File: config.mk
export PLATFORM = sky130hd
export DESIGN_NAME = rrc_refresh_range_config
export DESIGN_NICKNAME = d
export VERILOG_FILES = /design/src/rrc_pkg.sv /design/src/rrc_bank_if.sv /design/src/rrc_result_bank.sv /design/src/rrc_refresh_range_config.sv
export SDC_FILE = /design/constraint.sdc
export NUM_CORES = 1
export LEC_CHECK = 0
export BUFFER_PORTS_ARGS = -buffer_cell sky130_fd_sc_hd__clkbuf_2
export CAP_MARGIN = 20
export CELL_PAD_IN_SITES_DETAIL_PLACEMENT = 0
export CELL_PAD_IN_SITES_GLOBAL_PLACEMENT = 1
export CORE_AREA = 2 2 307 309
export CTS_BUF_LIST = sky130_fd_sc_hd__clkbuf_4 sky130_fd_sc_hd__clkbuf_8 sky130_fd_sc_hd__clkbuf_16
export DETAILED_ROUTE_END_ITERATION = 8
export DIE_AREA = 0 0 309 311
export PLACE_DENSITY = 0.57
export SYNTH_ARGS = -nofsm -noshare
export SYNTH_HDL_FRONTEND = slang
export SYNTH_SLANG_ARGS = --single-unit
File: constraint.sdc
create_clock -name clk -period 14.8 [get_ports clk]
set_input_delay 1.48 -clock clk [delete_from_list [all_inputs] [get_ports clk]]
set_output_delay 1.48 -clock clk [all_outputs]
set_load 0.01 [all_outputs]
File: src/rrc_pkg.sv
/*
 * Constants shared by the refresh and range configuration block:
 * command codes, register pointers, field layout and reset values.
 * Assumes a byte-wide two-wire command interface in front of the block.
 */
package rrc_pkg;
   // Command code of the refresh sent through the bus general call
   localparam logic [7:0] CMD_GC_REFRESH = 8'h1E;
   // Pointer value that selects the range configuration register
   localparam logic [7:0] REG_RANGE_CFG = 8'h20;
   // Seven-bit address of the bus general call
   localparam logic [6:0] GENERAL_CALL_ADDR = 7'h00;
   // Range configuration value after reset: every field unipolar
   localparam logic [15:0] RANGE_CFG_RESET = 16'h0000;
   localparam logic [1:0] RANGE_UNIPOLAR = 2'h0;
   localparam logic [1:0] RANGE_BIPOLAR = 2'h1;
   // Field layout: 2-bit fields, channel 1 in the highest pair of each byte
   localparam int FIELD_W = 2;
   localparam int SENSE_FIELD_BASE = 8;
   localparam int BUS_FIELD_BASE = 0;
   // Bits in one transferred byte, and width of the bit counter
   localparam logic [3:0] BITS_PER_BYTE = 4'h8;
   // Least wait before results may be read after a refresh
   localparam int REFRESH_SETTLE_US = 1000;
   localparam int CLK_MHZ = 50;
   localparam int REFRESH_SETTLE_CYC = REFRESH_SETTLE_US * CLK_MHZ;
   // Flop values after reset
   localparam logic [7:0] BYTE_RESET = 8'h00;
   localparam logic [3:0] CNT_RESET = 4'h0;

   typedef enum logic [2:0] {
      ST_IDLE,
      ST_ADDR,
      ST_CMD,
      ST_WDATA,
      ST_ACK,
      ST_RDATA,
      ST_RACK
   } rrc_state_t;
endpackage

File: src/rrc_bank_if.sv
/*
 * Signals between the serial front end and the result bank.
 * Assumes both ends run on the same clock.
 */
`timescale 1ns/1ps
interface rrc_bank_if;
   logic refresh;          // One-cycle refresh request
   logic cfg_we;           // One-cycle range configuration write
   logic [15:0] cfg_wdata; // Data for the configuration write
   logic [15:0] cfg_q;     // Current range configuration
   logic slow_rise;        // Slow pin went low to high
   logic slow_fall;        // Slow pin went high to low

   modport front (output refresh, output cfg_we, output cfg_wdata, input cfg_q,
      output slow_rise, output slow_fall);
   modport bank (input refresh, input cfg_we, input cfg_wdata, output cfg_q,
      input slow_rise, input slow_fall);
endinterface

File: src/rrc_result_bank.sv
/*
 * Result bank: readable copies of the measurement results, the clear
 * of the internal accumulators, the range configuration register and
 * the slow pin transition flags.
 * Assumes the accumulator datapath clears itself on the accum_clear pulse.
 */
`timescale 1ns/1ps
module rrc_result_bank #(
   parameter int CH = 4,
   parameter int RES_W = 16,
   parameter int ACC_W = 56,
   parameter int CNT_W = 32
) (
   input wire logic clk,                         // System clock
   input wire logic reset,                       // Asynchronous reset, high
   rrc_bank_if.bank bus,                         // Requests from the front end
   input wire logic [CH*ACC_W-1:0] int_accum,    // Internal accumulators
   input wire logic [CNT_W-1:0] int_accum_count, // Internal accumulator count
   input wire logic [CH*RES_W-1:0] int_bus_voltage,   // Internal bus voltage results
   input wire logic [CH*RES_W-1:0] int_sense_voltage, // Internal sense voltage results
   output logic [CH*ACC_W-1:0] rd_accum,         // Readable accumulators
   output logic [CNT_W-1:0] rd_accum_count,      // Readable accumulator count
   output logic [CH*RES_W-1:0] bus_voltage_result,   // Readable bus voltages
   output logic [CH*RES_W-1:0] sense_voltage_result, // Readable sense voltages
   output logic accum_clear,                     // Clear internal accumulators
   output logic slow_pin_rise_seen,              // Rise latched since refresh
   output logic slow_pin_fall_seen               // Fall latched since refresh
);
   logic [CH*ACC_W-1:0] next_rd_accum;
   logic [CNT_W-1:0] next_rd_accum_count;
   logic [CH*RES_W-1:0] next_bus_voltage;
   logic [CH*RES_W-1:0] next_sense_voltage;
   logic next_accum_clear;
   logic next_rise_seen;
   logic next_fall_seen;
   logic [15:0] cfg;
   logic [15:0] next_cfg;

   assign bus.cfg_q = cfg;

   // Snapshot and clear share one edge; the datapath clears a cycle later,
   // so the copies always hold the values from before the clear
   always_comb begin
      next_rd_accum = rd_accum;
      next_rd_accum_count = rd_accum_count;
      next_bus_voltage = bus_voltage_result;
      next_sense_voltage = sense_voltage_result;
      next_accum_clear = bus.refresh;
      if (bus.refresh) begin
         next_rd_accum = int_accum;
         next_rd_accum_count = int_accum_count;
         next_bus_voltage = int_bus_voltage;
         next_sense_voltage = int_sense_voltage;
      end
      // Set wins over the clear so no transition is lost
      next_rise_seen = bus.slow_rise | (slow_pin_rise_seen & ~bus.refresh);
      next_fall_seen = bus.slow_fall | (slow_pin_fall_seen & ~bus.refresh);
      next_cfg = bus.cfg_we ? bus.cfg_wdata : cfg;
   end

   // Registers of the bank
   always_ff @(posedge clk or posedge reset) begin
      if (reset) begin
         rd_accum <= '0;
         rd_accum_count <= '0;
         bus_voltage_result <= '0;
         sense_voltage_result <= '0;
         accum_clear <= 1'b0;
         slow_pin_rise_seen <= 1'b0;
         slow_pin_fall_seen <= 1'b0;
         cfg <= rrc_pkg::RANGE_CFG_RESET;
      end else begin
         rd_accum <= next_rd_accum;
         rd_accum_count <= next_rd_accum_count;
         bus_voltage_result <= next_bus_voltage;
         sense_voltage_result <= next_sense_voltage;
         accum_clear <= next_accum_clear;
         slow_pin_rise_seen <= next_rise_seen;
         slow_pin_fall_seen <= next_fall_seen;
         cfg <= next_cfg;
      end
   end
endmodule // rrc_result_bank

File: src/rrc_refresh_range_config.sv
/*
 * Two-wire slave front end of the refresh and range configuration block,
 * with the result bank instantiated below it.
 * Assumes scl, sda and the slow pin are asynchronous and sampled by the
 * 50 MHz clock, well above the serial bit rate; sda is open drain.
 */
`timescale 1ns/1ps
// What this block does
// - General-call refresh is a data-less command byte.
// - Accept general-call refresh like the ordinary refresh.
// - Refresh copies accumulators, count and voltage results.
// - After copying, clear internal accumulators and count.
// - Both refreshes clear slow pin transition flags.
module rrc_refresh_range_config #(
   parameter logic [6:0] DEV_ADDR = 7'h10,    // Own bus address
   parameter logic [7:0] REFRESH_CMD = 8'h00, // Ordinary refresh command
   parameter int CH = 4,
   parameter int RES_W = 16,
   parameter int ACC_W = 56,
   parameter int CNT_W = 32
) (
   input wire logic clk,                         // System clock, 50 MHz
   input wire logic reset,                       // Asynchronous reset, high
   input wire logic scl_in,                      // Serial clock pin level
   input wire logic sda_in,                      // Serial data pin level
   output logic sda_out,                         // Serial data drive value
   output logic sda_oe,                          // High while pulling sda low
   input wire logic slow_pin,                    // Slow control pin level
   input wire logic [CH*ACC_W-1:0] int_accum,    // Internal accumulators
   input wire logic [CNT_W-1:0] int_accum_count, // Internal accumulator count
   input wire logic [CH*RES_W-1:0] int_bus_voltage,   // Internal bus voltages
   input wire logic [CH*RES_W-1:0] int_sense_voltage, // Internal sense voltages
   output logic [CH*ACC_W-1:0] rd_accum,         // Readable accumulators
   output logic [CNT_W-1:0] rd_accum_count,      // Readable accumulator count
   output logic [CH*RES_W-1:0] bus_voltage_result,   // Readable bus voltages
   output logic [CH*RES_W-1:0] sense_voltage_result, // Readable sense voltages
   output logic accum_clear,                     // Clear internal accumulators
   output logic [15:0] range_cfg,                // Range configuration
   output logic slow_pin_rise_seen,              // Slow pin rise latched
   output logic slow_pin_fall_seen               // Slow pin fall latched
);
   if (CH != 4) begin : g_ch_check
      $error("Range register layout serves exactly four channels");
   end

   rrc_bank_if bank_if ();

   // Synchronisers plus one delay stage for edge detection
   logic scl_s1, scl_s2, scl_d;
   logic sda_s1, sda_s2, sda_d;
   logic slow_s1, slow_s2, slow_d;
   always_ff @(posedge clk or posedge reset) begin
      if (reset) begin
         scl_s1 <= 1'b1;
         scl_s2 <= 1'b1;
         scl_d <= 1'b1;
         sda_s1 <= 1'b1;
         sda_s2 <= 1'b1;
         sda_d <= 1'b1;
         slow_s1 <= 1'b0;
         slow_s2 <= 1'b0;
         slow_d <= 1'b0;
      end else begin
         scl_s1 <= scl_in;
         scl_s2 <= scl_s1;
         scl_d <= scl_s2;
         sda_s1 <= sda_in;
         sda_s2 <= sda_s1;
         sda_d <= sda_s2;
         slow_s1 <= slow_pin;
         slow_s2 <= slow_s1;
         slow_d <= slow_s2;
      end
   end

   logic scl_rise, scl_fall, bus_start, bus_stop;
   assign scl_rise = scl_s2 & ~scl_d;
   assign scl_fall = ~scl_s2 & scl_d;
   assign bus_start = scl_s2 & scl_d & sda_d & ~sda_s2;
   assign bus_stop = scl_s2 & scl_d & ~sda_d & sda_s2;
   assign bank_if.slow_rise = slow_s2 & ~slow_d;
   assign bank_if.slow_fall = ~slow_s2 & slow_d;

   // Transfer state
   rrc_pkg::rrc_state_t state, next_state, ack_next, next_ack_next;
   logic [3:0] bit_cnt, next_bit_cnt;
   logic [7:0] shreg, next_shreg;
   logic [7:0] ptr, next_ptr;
   logic [7:0] hi_byte, next_hi_byte;
   logic byte_idx, next_byte_idx;
   logic gen_call, next_gen_call;
   logic next_sda_oe;
   logic refresh_q, next_refresh;
   logic cfg_we_q, next_cfg_we;
   logic [15:0] cfg_wdata_q, next_cfg_wdata;
   logic [7:0] rd_byte;

   assign bank_if.refresh = refresh_q;
   assign bank_if.cfg_we = cfg_we_q;
   assign bank_if.cfg_wdata = cfg_wdata_q;
   assign sda_out = 1'b0; // Open drain: only ever pulls low

   // Byte offered on a read; unknown pointers read as zero
   always_comb begin
      rd_byte = rrc_pkg::BYTE_RESET;
      if (ptr == rrc_pkg::REG_RANGE_CFG) begin
         rd_byte = byte_idx ? bank_if.cfg_q[7:0] : bank_if.cfg_q[15:8];
      end
   end

   // Next state of the serial slave; decisions fall on the scl fall
   // that ends a byte, so the ack is already driven before scl rises
   always_comb begin
      next_state = state;
      next_ack_next = ack_next;
      next_bit_cnt = bit_cnt;
      next_shreg = shreg;
      next_ptr = ptr;
      next_hi_byte = hi_byte;
      next_byte_idx = byte_idx;
      next_gen_call = gen_call;
      next_sda_oe = sda_oe;
      next_refresh = 1'b0;
      next_cfg_we = 1'b0;
      next_cfg_wdata = cfg_wdata_q;
      if (bus_start) begin
         next_state = rrc_pkg::ST_ADDR;
         next_bit_cnt = rrc_pkg::CNT_RESET;
         next_sda_oe = 1'b0;
      end else if (bus_stop) begin
         next_state = rrc_pkg::ST_IDLE;
         next_sda_oe = 1'b0;
      end else begin
         unique case (state)
            rrc_pkg::ST_IDLE: begin
               next_sda_oe = 1'b0;
            end
            rrc_pkg::ST_ADDR, rrc_pkg::ST_CMD, rrc_pkg::ST_WDATA: begin
               if (scl_rise && bit_cnt != rrc_pkg::BITS_PER_BYTE) begin
                  next_shreg = {shreg[6:0], sda_s2};
                  next_bit_cnt = bit_cnt + 4'h1;
               end else if (scl_fall && bit_cnt == rrc_pkg::BITS_PER_BYTE) begin
                  next_state = rrc_pkg::ST_ACK;
                  next_sda_oe = 1'b1;
                  if (state == rrc_pkg::ST_ADDR) begin
                     next_byte_idx = 1'b0;
                     next_gen_call = (shreg[7:1] == rrc_pkg::GENERAL_CALL_ADDR) && !shreg[0];
                     next_ack_next = shreg[0] ? rrc_pkg::ST_RDATA : rrc_pkg::ST_CMD;
                     if (shreg[7:1] != DEV_ADDR && !next_gen_call) begin
                        next_state = rrc_pkg::ST_IDLE;
                        next_sda_oe = 1'b0;
                     end
                  end else if (state == rrc_pkg::ST_CMD) begin
                     if (gen_call) begin
                        // Only the refresh is served by general call, and
                        // no data follows it
                        next_ack_next = rrc_pkg::ST_IDLE;
                        next_refresh = (shreg == rrc_pkg::CMD_GC_REFRESH);
                        next_sda_oe = next_refresh;
                        if (!next_refresh) begin
                           next_state = rrc_pkg::ST_IDLE;
                        end
                     end else begin
                        next_ptr = shreg;
                        next_ack_next = rrc_pkg::ST_WDATA;
                        next_refresh = (shreg == rrc_pkg::CMD_GC_REFRESH) || (shreg == REFRESH_CMD);
                     end
                  end else if (ptr == rrc_pkg::REG_RANGE_CFG) begin
                     // High byte first; the register changes after the low byte
                     next_byte_idx = ~byte_idx;
                     next_hi_byte = shreg;
                     next_cfg_we = byte_idx;
                     next_cfg_wdata = {hi_byte, shreg};
                     next_ack_next = rrc_pkg::ST_WDATA;
                  end else begin
                     next_state = rrc_pkg::ST_IDLE;
                     next_sda_oe = 1'b0;
                  end
               end
            end
            rrc_pkg::ST_ACK: begin
               if (scl_fall) begin
                  next_state = ack_next;
                  next_bit_cnt = rrc_pkg::CNT_RESET;
                  next_sda_oe = 1'b0;
                  if (ack_next == rrc_pkg::ST_RDATA) begin
                     next_shreg = rd_byte;
                     next_sda_oe = ~rd_byte[7];
                     next_bit_cnt = 4'h1;
                     next_byte_idx = ~byte_idx;
                  end
               end
            end
            rrc_pkg::ST_RDATA: begin
               if (scl_fall) begin
                  if (bit_cnt == rrc_pkg::BITS_PER_BYTE) begin
                     next_state = rrc_pkg::ST_RACK;
                     next_sda_oe = 1'b0;
                  end else begin
                     next_sda_oe = ~shreg[6];
                     next_shreg = {shreg[6:0], 1'b0};
                     next_bit_cnt = bit_cnt + 4'h1;
                  end
               end
            end
            rrc_pkg::ST_RACK: begin
               // Master ack continues the read, nack ends it
               if (scl_rise) begin
                  next_ack_next = sda_s2 ? rrc_pkg::ST_IDLE : rrc_pkg::ST_RDATA;
               end else if (scl_fall) begin
                  // The next byte's first bit must already stand after this fall
                  next_state = ack_next;
                  if (ack_next == rrc_pkg::ST_RDATA) begin
                     next_shreg = rd_byte;
                     next_sda_oe = ~rd_byte[7];
                     next_bit_cnt = 4'h1;
                     next_byte_idx = ~byte_idx;
                  end
               end
            end
            default: begin
               next_state = rrc_pkg::ST_IDLE;
               next_sda_oe = 1'b0;
            end
         endcase
      end
   end

   // Registers of the serial slave
   always_ff @(posedge clk or posedge reset) begin
      if (reset) begin
         state <= rrc_pkg::ST_IDLE;
         ack_next <= rrc_pkg::ST_IDLE;
         bit_cnt <= rrc_pkg::CNT_RESET;
         shreg <= rrc_pkg::BYTE_RESET;
         ptr <= rrc_pkg::BYTE_RESET;
         hi_byte <= rrc_pkg::BYTE_RESET;
         byte_idx <= 1'b0;
         gen_call <= 1'b0;
         sda_oe <= 1'b0;
         refresh_q <= 1'b0;
         cfg_we_q <= 1'b0;
         cfg_wdata_q <= rrc_pkg::RANGE_CFG_RESET;
         range_cfg <= rrc_pkg::RANGE_CFG_RESET;
      end else begin
         state <= next_state;
         ack_next <= next_ack_next;
         bit_cnt <= next_bit_cnt;
         shreg <= next_shreg;
         ptr <= next_ptr;
         hi_byte <= next_hi_byte;
         byte_idx <= next_byte_idx;
         gen_call <= next_gen_call;
         sda_oe <= next_sda_oe;
         refresh_q <= next_refresh;
         cfg_we_q <= next_cfg_we;
         cfg_wdata_q <= next_cfg_wdata;
         range_cfg <= bank_if.cfg_q; // Registered copy for the analog front end
      end
   end

   rrc_result_bank #(
      .CH(CH),
      .RES_W(RES_W),
      .ACC_W(ACC_W),
      .CNT_W(CNT_W)
   ) u_bank (
      .clk(clk),
      .reset(reset),
      .bus(bank_if.bank),
      .int_accum(int_accum),
      .int_accum_count(int_accum_count),
      .int_bus_voltage(int_bus_voltage),
      .int_sense_voltage(int_sense_voltage),
      .rd_accum(rd_accum),
      .rd_accum_count(rd_accum_count),
      .bus_voltage_result(bus_voltage_result),
      .sense_voltage_result(sense_voltage_result),
      .accum_clear(accum_clear),
      .slow_pin_rise_seen(slow_pin_rise_seen),
      .slow_pin_fall_seen(slow_pin_fall_seen)
   );
endmodule // rrc_refresh_range_config

* After elaboration in Yosys (flattened, before gate mapping)
Cells that the tools add are included.
** Word-level totals
- Bits in registers :: 483
- Input port bits :: 389
- Output and inout port bits :: 405
** Operators by class
- Bitwise operators :: 29
- Reduce and logical (&&, ||, !) cells :: 24
- Add/subtract/negate cells :: 1
- Equality and inequality tests :: 39
- Multiplexer cells :: 87
** Operators by type and width (number)
- $mux W3 :: 22
- $mux W8 :: 8
- $mux W1 :: 41
- $ne A4 B4 Y1 const B :: 10
- $mux W4 :: 9
- $pmux W8 S4 :: 1
- $ne A3 B3 Y1 const B :: 10
- $reduce_and A8 Y1 :: 3
- $reduce_and A7 Y1 :: 3
- $ne A2 B2 Y1 const B :: 8
- $not A1 Y1 :: 16
- $pmux W4 S4 :: 1
- $pmux W3 S5 :: 1
- $eq A3 B3 Y1 const B :: 4
- $reduce_and A6 Y1 :: 2
- $and A1 B1 Y1 :: 11
- $reduce_and A9 Y1 :: 1
- $eq A8 B5 Y1 const B :: 1
- $eq A8 B6 Y1 const B :: 1
- $logic_not A8 Y1 :: 1
- $logic_not A7 Y1 :: 1
- $ne A7 B5 Y1 const B :: 1
- $eq A3 B2 Y1 const B :: 2
- $pmux W3 S2 :: 1
- 16 further kinds :: 21

* Depth between registers and ports, before layout
- Depth in word-level cells :: 11
- Depth in mapped cells :: 9
- Mapped depth without buffers :: 7

* Cells and area by module
Synthesis repeated with hierarchy kept, for this count alone.
** Second synthesis, totals
- Cells, all modules :: 1131
- Area total of the unflattened synthesis :: 19766.5 um2
** Modules (own cells, without submodules)
- rrc_result_bank :: instances 1, area each 16445.8 um2, seq. area each 10084.7 um2, cells each 852
- rrc_refresh_range_config :: instances 1, area each 3320.7 um2, seq. area each 1809.2 um2, cells each 279

* Worst setup path before layout
No wires, ideal clock.
- Kind :: register to register
- Start point :: reg bit_cnt[0]
- End point :: reg cfg_wdata_q[10], in the netlist bank_if.cfg_wdata[10]
- Cell stages (with the launch flop) :: 9
- Library setup time :: 125 ps
- Required time :: 14675 ps
- Arrival time :: 1785 ps
- Setup slack :: 12889 ps
- Path through :: dfrtp_1 > inv_1 > ha_1 > and3b_1 > buf_6 > nand2_8 > nor3_4 > buf_8 > mux2_4
** On the way
- Cells in the longest elaborated chain, start to end :: 4
- Elaborated cells between the ends (all ways) :: 6
- Classes of those cells :: eq/ne (2); bitwise (1); reduce/logical (3)
** Ends and longest elaborated chain
- from (decl) :: line rrc_refresh_range_config.sv:86 : logic [3:0] bit_cnt, next_bit_cnt;
- from (signal assigned) :: line rrc_refresh_range_config.sv:234 : bit_cnt <= rrc_pkg::CNT_RESET;
- from (signal assigned) :: line rrc_refresh_range_config.sv:248 : bit_cnt <= next_bit_cnt;
- $ne A4 B4 Y1 :: line rrc_refresh_range_config.sv:139 : if (scl_rise && bit_cnt != rrc_pkg::BITS_PER_BYTE) begin
- $logic_and A1 B1 Y1 :: line rrc_refresh_range_config.sv:139
- $not A1 Y1 (no line)
- $reduce_and A8 Y1 (no line) *
- to (signal assigned) :: line rrc_refresh_range_config.sv:243 : cfg_wdata_q <= rrc_pkg::RANGE_CFG_RESET;
- to (signal assigned) :: line rrc_refresh_range_config.sv:257 : cfg_wdata_q <= next_cfg_wdata;
- to (decl) :: line rrc_refresh_range_config.sv:95 : logic [15:0] cfg_wdata_q, next_cfg_wdata;
Every way passes the cells marked *; elsewhere a longest branch is shown, timed or not.
A chain may end at the register's enable or synchronous reset.

==> flow_metrics.tcl <==
set metrics [dict create \
    grt_pass1_vias 13609 \
    wire_per_inst_um 18.9 \
    synth_cell_type_count 70 \
    grt-ovfl-total 0 \
    clockBufferDepth 3 \
    io_buffer_count 792 \
    hold_path.class "reg -> reg" \
    vdd_ir_drop_max_v 0.0000844 \
    power_frac_seq_pct 45.8 \
    dieArea_um2 96100 \
    ioPinCount 794 \
    power.share.clock_pct 48.9 \
    period_share_pct 22.7 \
    drv_slew 0 \
    viasPerCell 3.91 \
    clk_pin_slew_ns 0.06 \
    grt_pass1_wl_um 88900 \
    syn_inst 1144 \
    n_fill_cell 9649 \
    multi_input_area_um2 6120 \
    die_x_um 309 \
    dr.first_iter.drc_count 538 \
    synth_edf_count 0 \
    area_growth_syn_to_layout_pct 39.9 \
    p_sw_share_pct 23.8 \
    synth-seq-cells 475 \
    cellLeakagePower_nw 13.9 \
    startpoint_type "input pin" \
    status "completed" \
    gp_congestion 0.829 \
    cp.arrival_ns 3.97 \
    critPathMaxFanout 113 \
    post_cts_resize_count 0 \
    hold_violations 0 \
    fin_nets 2341 \
    holdBufCountCts 0 \
    powerDensity_nw_per_um2 114 \
    min_period_ns 3.36 \
    dr.pass1.iters 4 \
    die_h_um 311 \
    htreeDepth 2 \
    topRoutingLayerUsed "met5" \
    p_switching_uw 698 \
    syn-cell-area_um2 18400 \
    synth_nets 1537 \
    drive_above_1_share_pct 68.7 \
    drcViolationCount 0 \
    grt_start_max_net_pins 146 \
    async_reset_ff_share_pct 100 \
    setup_viol 0 \
    initial_core_util_pct 19.8 \
    worst_pin_slew_ns 1.05 \
    grt_use_total_pct 12.3 \
    dp_hpwl_um 47700 \
    synthFlopType "dfrtp_1" \
    routed_wirelength_um 61600 \
    clkSinkCount 475 \
    insertion_delay_ns 0.63 \
    ant_nets 0 \
    fin_worst_skew_ns 0.0194 \
    cts-buffers-inserted 58 \
    maxCapViolCount 0 \
    relSlewSlack_pct 29.9 \
    post-place-ws_ns 10.40 \
    fmax_mhz 297 \
    num_vias 12721 \
    antenna_found_initial 18 \
    wl_met1_um 22200 \
    wl_met3_um 6060 \
    syn_area_per_cell_um2 16.1 \
    endpoint_kind "async pin" \
    yosysSeqAreaShare_pct 64.7 \
    grt_setup_unrepaired "no" \
    yosysWarnings 0 \
    critPathRequiredTime_ns 15.40 \
    coreArea_um2 92800 \
    p_int_mw 2.24 \
    wl_met2_um 30900 \
    fin_setup_tns_ns 0 \
    cts_tree "yes" \
    post-cts-setup-buffers 0 \
    combPwrFrac_pct 5.3 \
    cts_root_buf "clkbuf_16" \
    fp-row-count 112 \
    setup_slack_ns 11.44 \
    ff_latch_area_um2 11900 \
    worstSetupPathType "in -> async" \
]
-- per-stage QoR --
| stage | instances | area, um2 | hold WS, ns | util (%) | total power, mW |
|---|---|---|---|---|---|
| floorplan | 1144 | 18400 | 0.331 | - | 1.44 |
| global placement | 3141 | 23700 | 0.345 | 25.5 | 1.52 |
| detailed placement | 3141 | 23700 | 0.346 | 25.5 | 1.53 |
| CTS | 3248 | 25700 | 0.359 | 27.7 | 3.00 |
| global route | 3251 | 25700 | 0.367 | 27.7 | 3.07 |
| finish | 3255 | 25700 | 0.357 | 27.7 | 2.94 |
-- cells by family after synthesis --
kind of cell / Yosys count / synth area share, %
xor gates and xnor gates: 1 / 0.0477
adders and majority gates: 4 / 0.272
buffers and inverters: 74 / 1.99
and+or+nand+nor: 81 / 2.97
muxes: 448 / 27.5
DFF: 475 / 64.7
other: 1 / 0.0204
AOI/OAI and AO/OA: 60 / 2.43
-- routing by layer --
| layer | vias to the layer above | global-route usage, % |
|---|---|---|
| li1 | 5716 | - |
| met4 | 22 | 4.89 |
| met3 | 127 | 5.48 |
| met5 | - | 0 |
| met1 | 6389 | 13.0 |
| met2 | 467 | 21.4 |
-- flip-flops by register name, summed over array words and instances (netlist names), 3 cells and up --
name                         cells
u_bank.rd_accum                224
u_bank.bus_voltage_result       64
u_bank.sense_voltage_result     64
u_bank.rd_accum_count           32
range_cfg                       16
u_bank.bus.cfg_q                16
bank_if.cfg_wdata                9
ptr                              8
shreg                            8
hi_byte                          7
bit_cnt                          4
ack_next                         3
state                            3
-- cells in the mapped netlist, types with 6 or more instances --
master,count,share of area [%]
mux2i_1,15,0.82
mux2_2,423,26
dfrtp_1,469,64
nor2_1,13,0.27
a21oi_1,6,0.16
nor3_1,7,0.19
mux2_4,10,0.82
buf_2,41,1.1
inv_1,16,0.33
o21ai_0,15,0.41
nand3_1,9,0.25
clkbuf_1,10,0.20
dfstp_2,6,0.86
nand2_1,16,0.33
-- power by group through the flow --
stage                     Combinational (mW)  Clock (mW)  Sequential (mW)
final                                  0.156        1.44             1.34
after global routing                   0.177        1.55             1.35
after CTS                              0.159        1.50             1.34
after detailed placement               0.158           0             1.37
after global placement                 0.156           0             1.37
after floorplan                       0.0918           0             1.35
-- worst max-delay path, stage by stage --
cell and delay, ns:
clkbuf_2 0.13, inv_8 0.56, buf_4 0.75, buf_4 0.81
-- path summary, 6_finish.rpt --
kind / startpoint / endpoint / slack (ns) / cells after the start
setup / recovery: reset / u_bank.rd_accum[53]$_DFFE_PP0P_ / 11.44 / 4
hold / removal: sda_s1$_DFF_PP1_ / sda_s2$_DFF_PP1_ / 0.36 / 0
setup reg to reg: bank_if.refresh$_DFF_PP0_ / u_bank.bus_voltage_result[26]$_DFFE_PP0P_ / 11.75 / 3
hold reg to reg: sda_s1$_DFF_PP1_ / sda_s2$_DFF_PP1_ / 0.36 / 0
max in group clk: bank_if.refresh$_DFF_PP0_ / u_bank.bus_voltage_result[26]$_DFFE_PP0P_ / 11.75 / 3
min in group asynchronous: reset / u_bank.bus_voltage_result[42]$_DFFE_PP0P_ / 1.03 / 2
-- cells in the final DEF (no fill, tap or decap), types with 5 or more instances in the layout --
master | synthesis | final
clkbuf_2 | 0 | 792
dfrtp_1 | 469 | 468
mux2_2 | 423 | 423
clkbuf_16 | 0 | 59
nand2_1 | 16 | 16
inv_1 | 16 | 15
o21ai_0 | 15 | 15
mux2i_1 | 15 | 15
nor2_1 | 13 | 13
clkinv_2 | 0 | 13
clkbuf_8 | 0 | 12
mux2_4 | 10 | 10
nand3_1 | 9 | 9
clkbuf_4 | 0 | 9
buf_4 | 3 | 8
nor3_1 | 7 | 7
diode_2 | 0 | 6
a21oi_1 | 6 | 6
dfstp_2 | 6 | 6
inv_6 | 0 | 5
-- area by class of cell --
cell class | count | area share, %
multi-input combinational | 595 | 23.8
clock buffer | 80 | 6.65
timing repair buffer | 802 | 15.8
sequential | 475 | 46.3
tap | 1254 | 6.10
inverter | 16 | 0.263
antenna | 6 | 0.0584
clock inverter | 27 | 1.01
No activity file was read; power rests on OpenSTA's default activity.
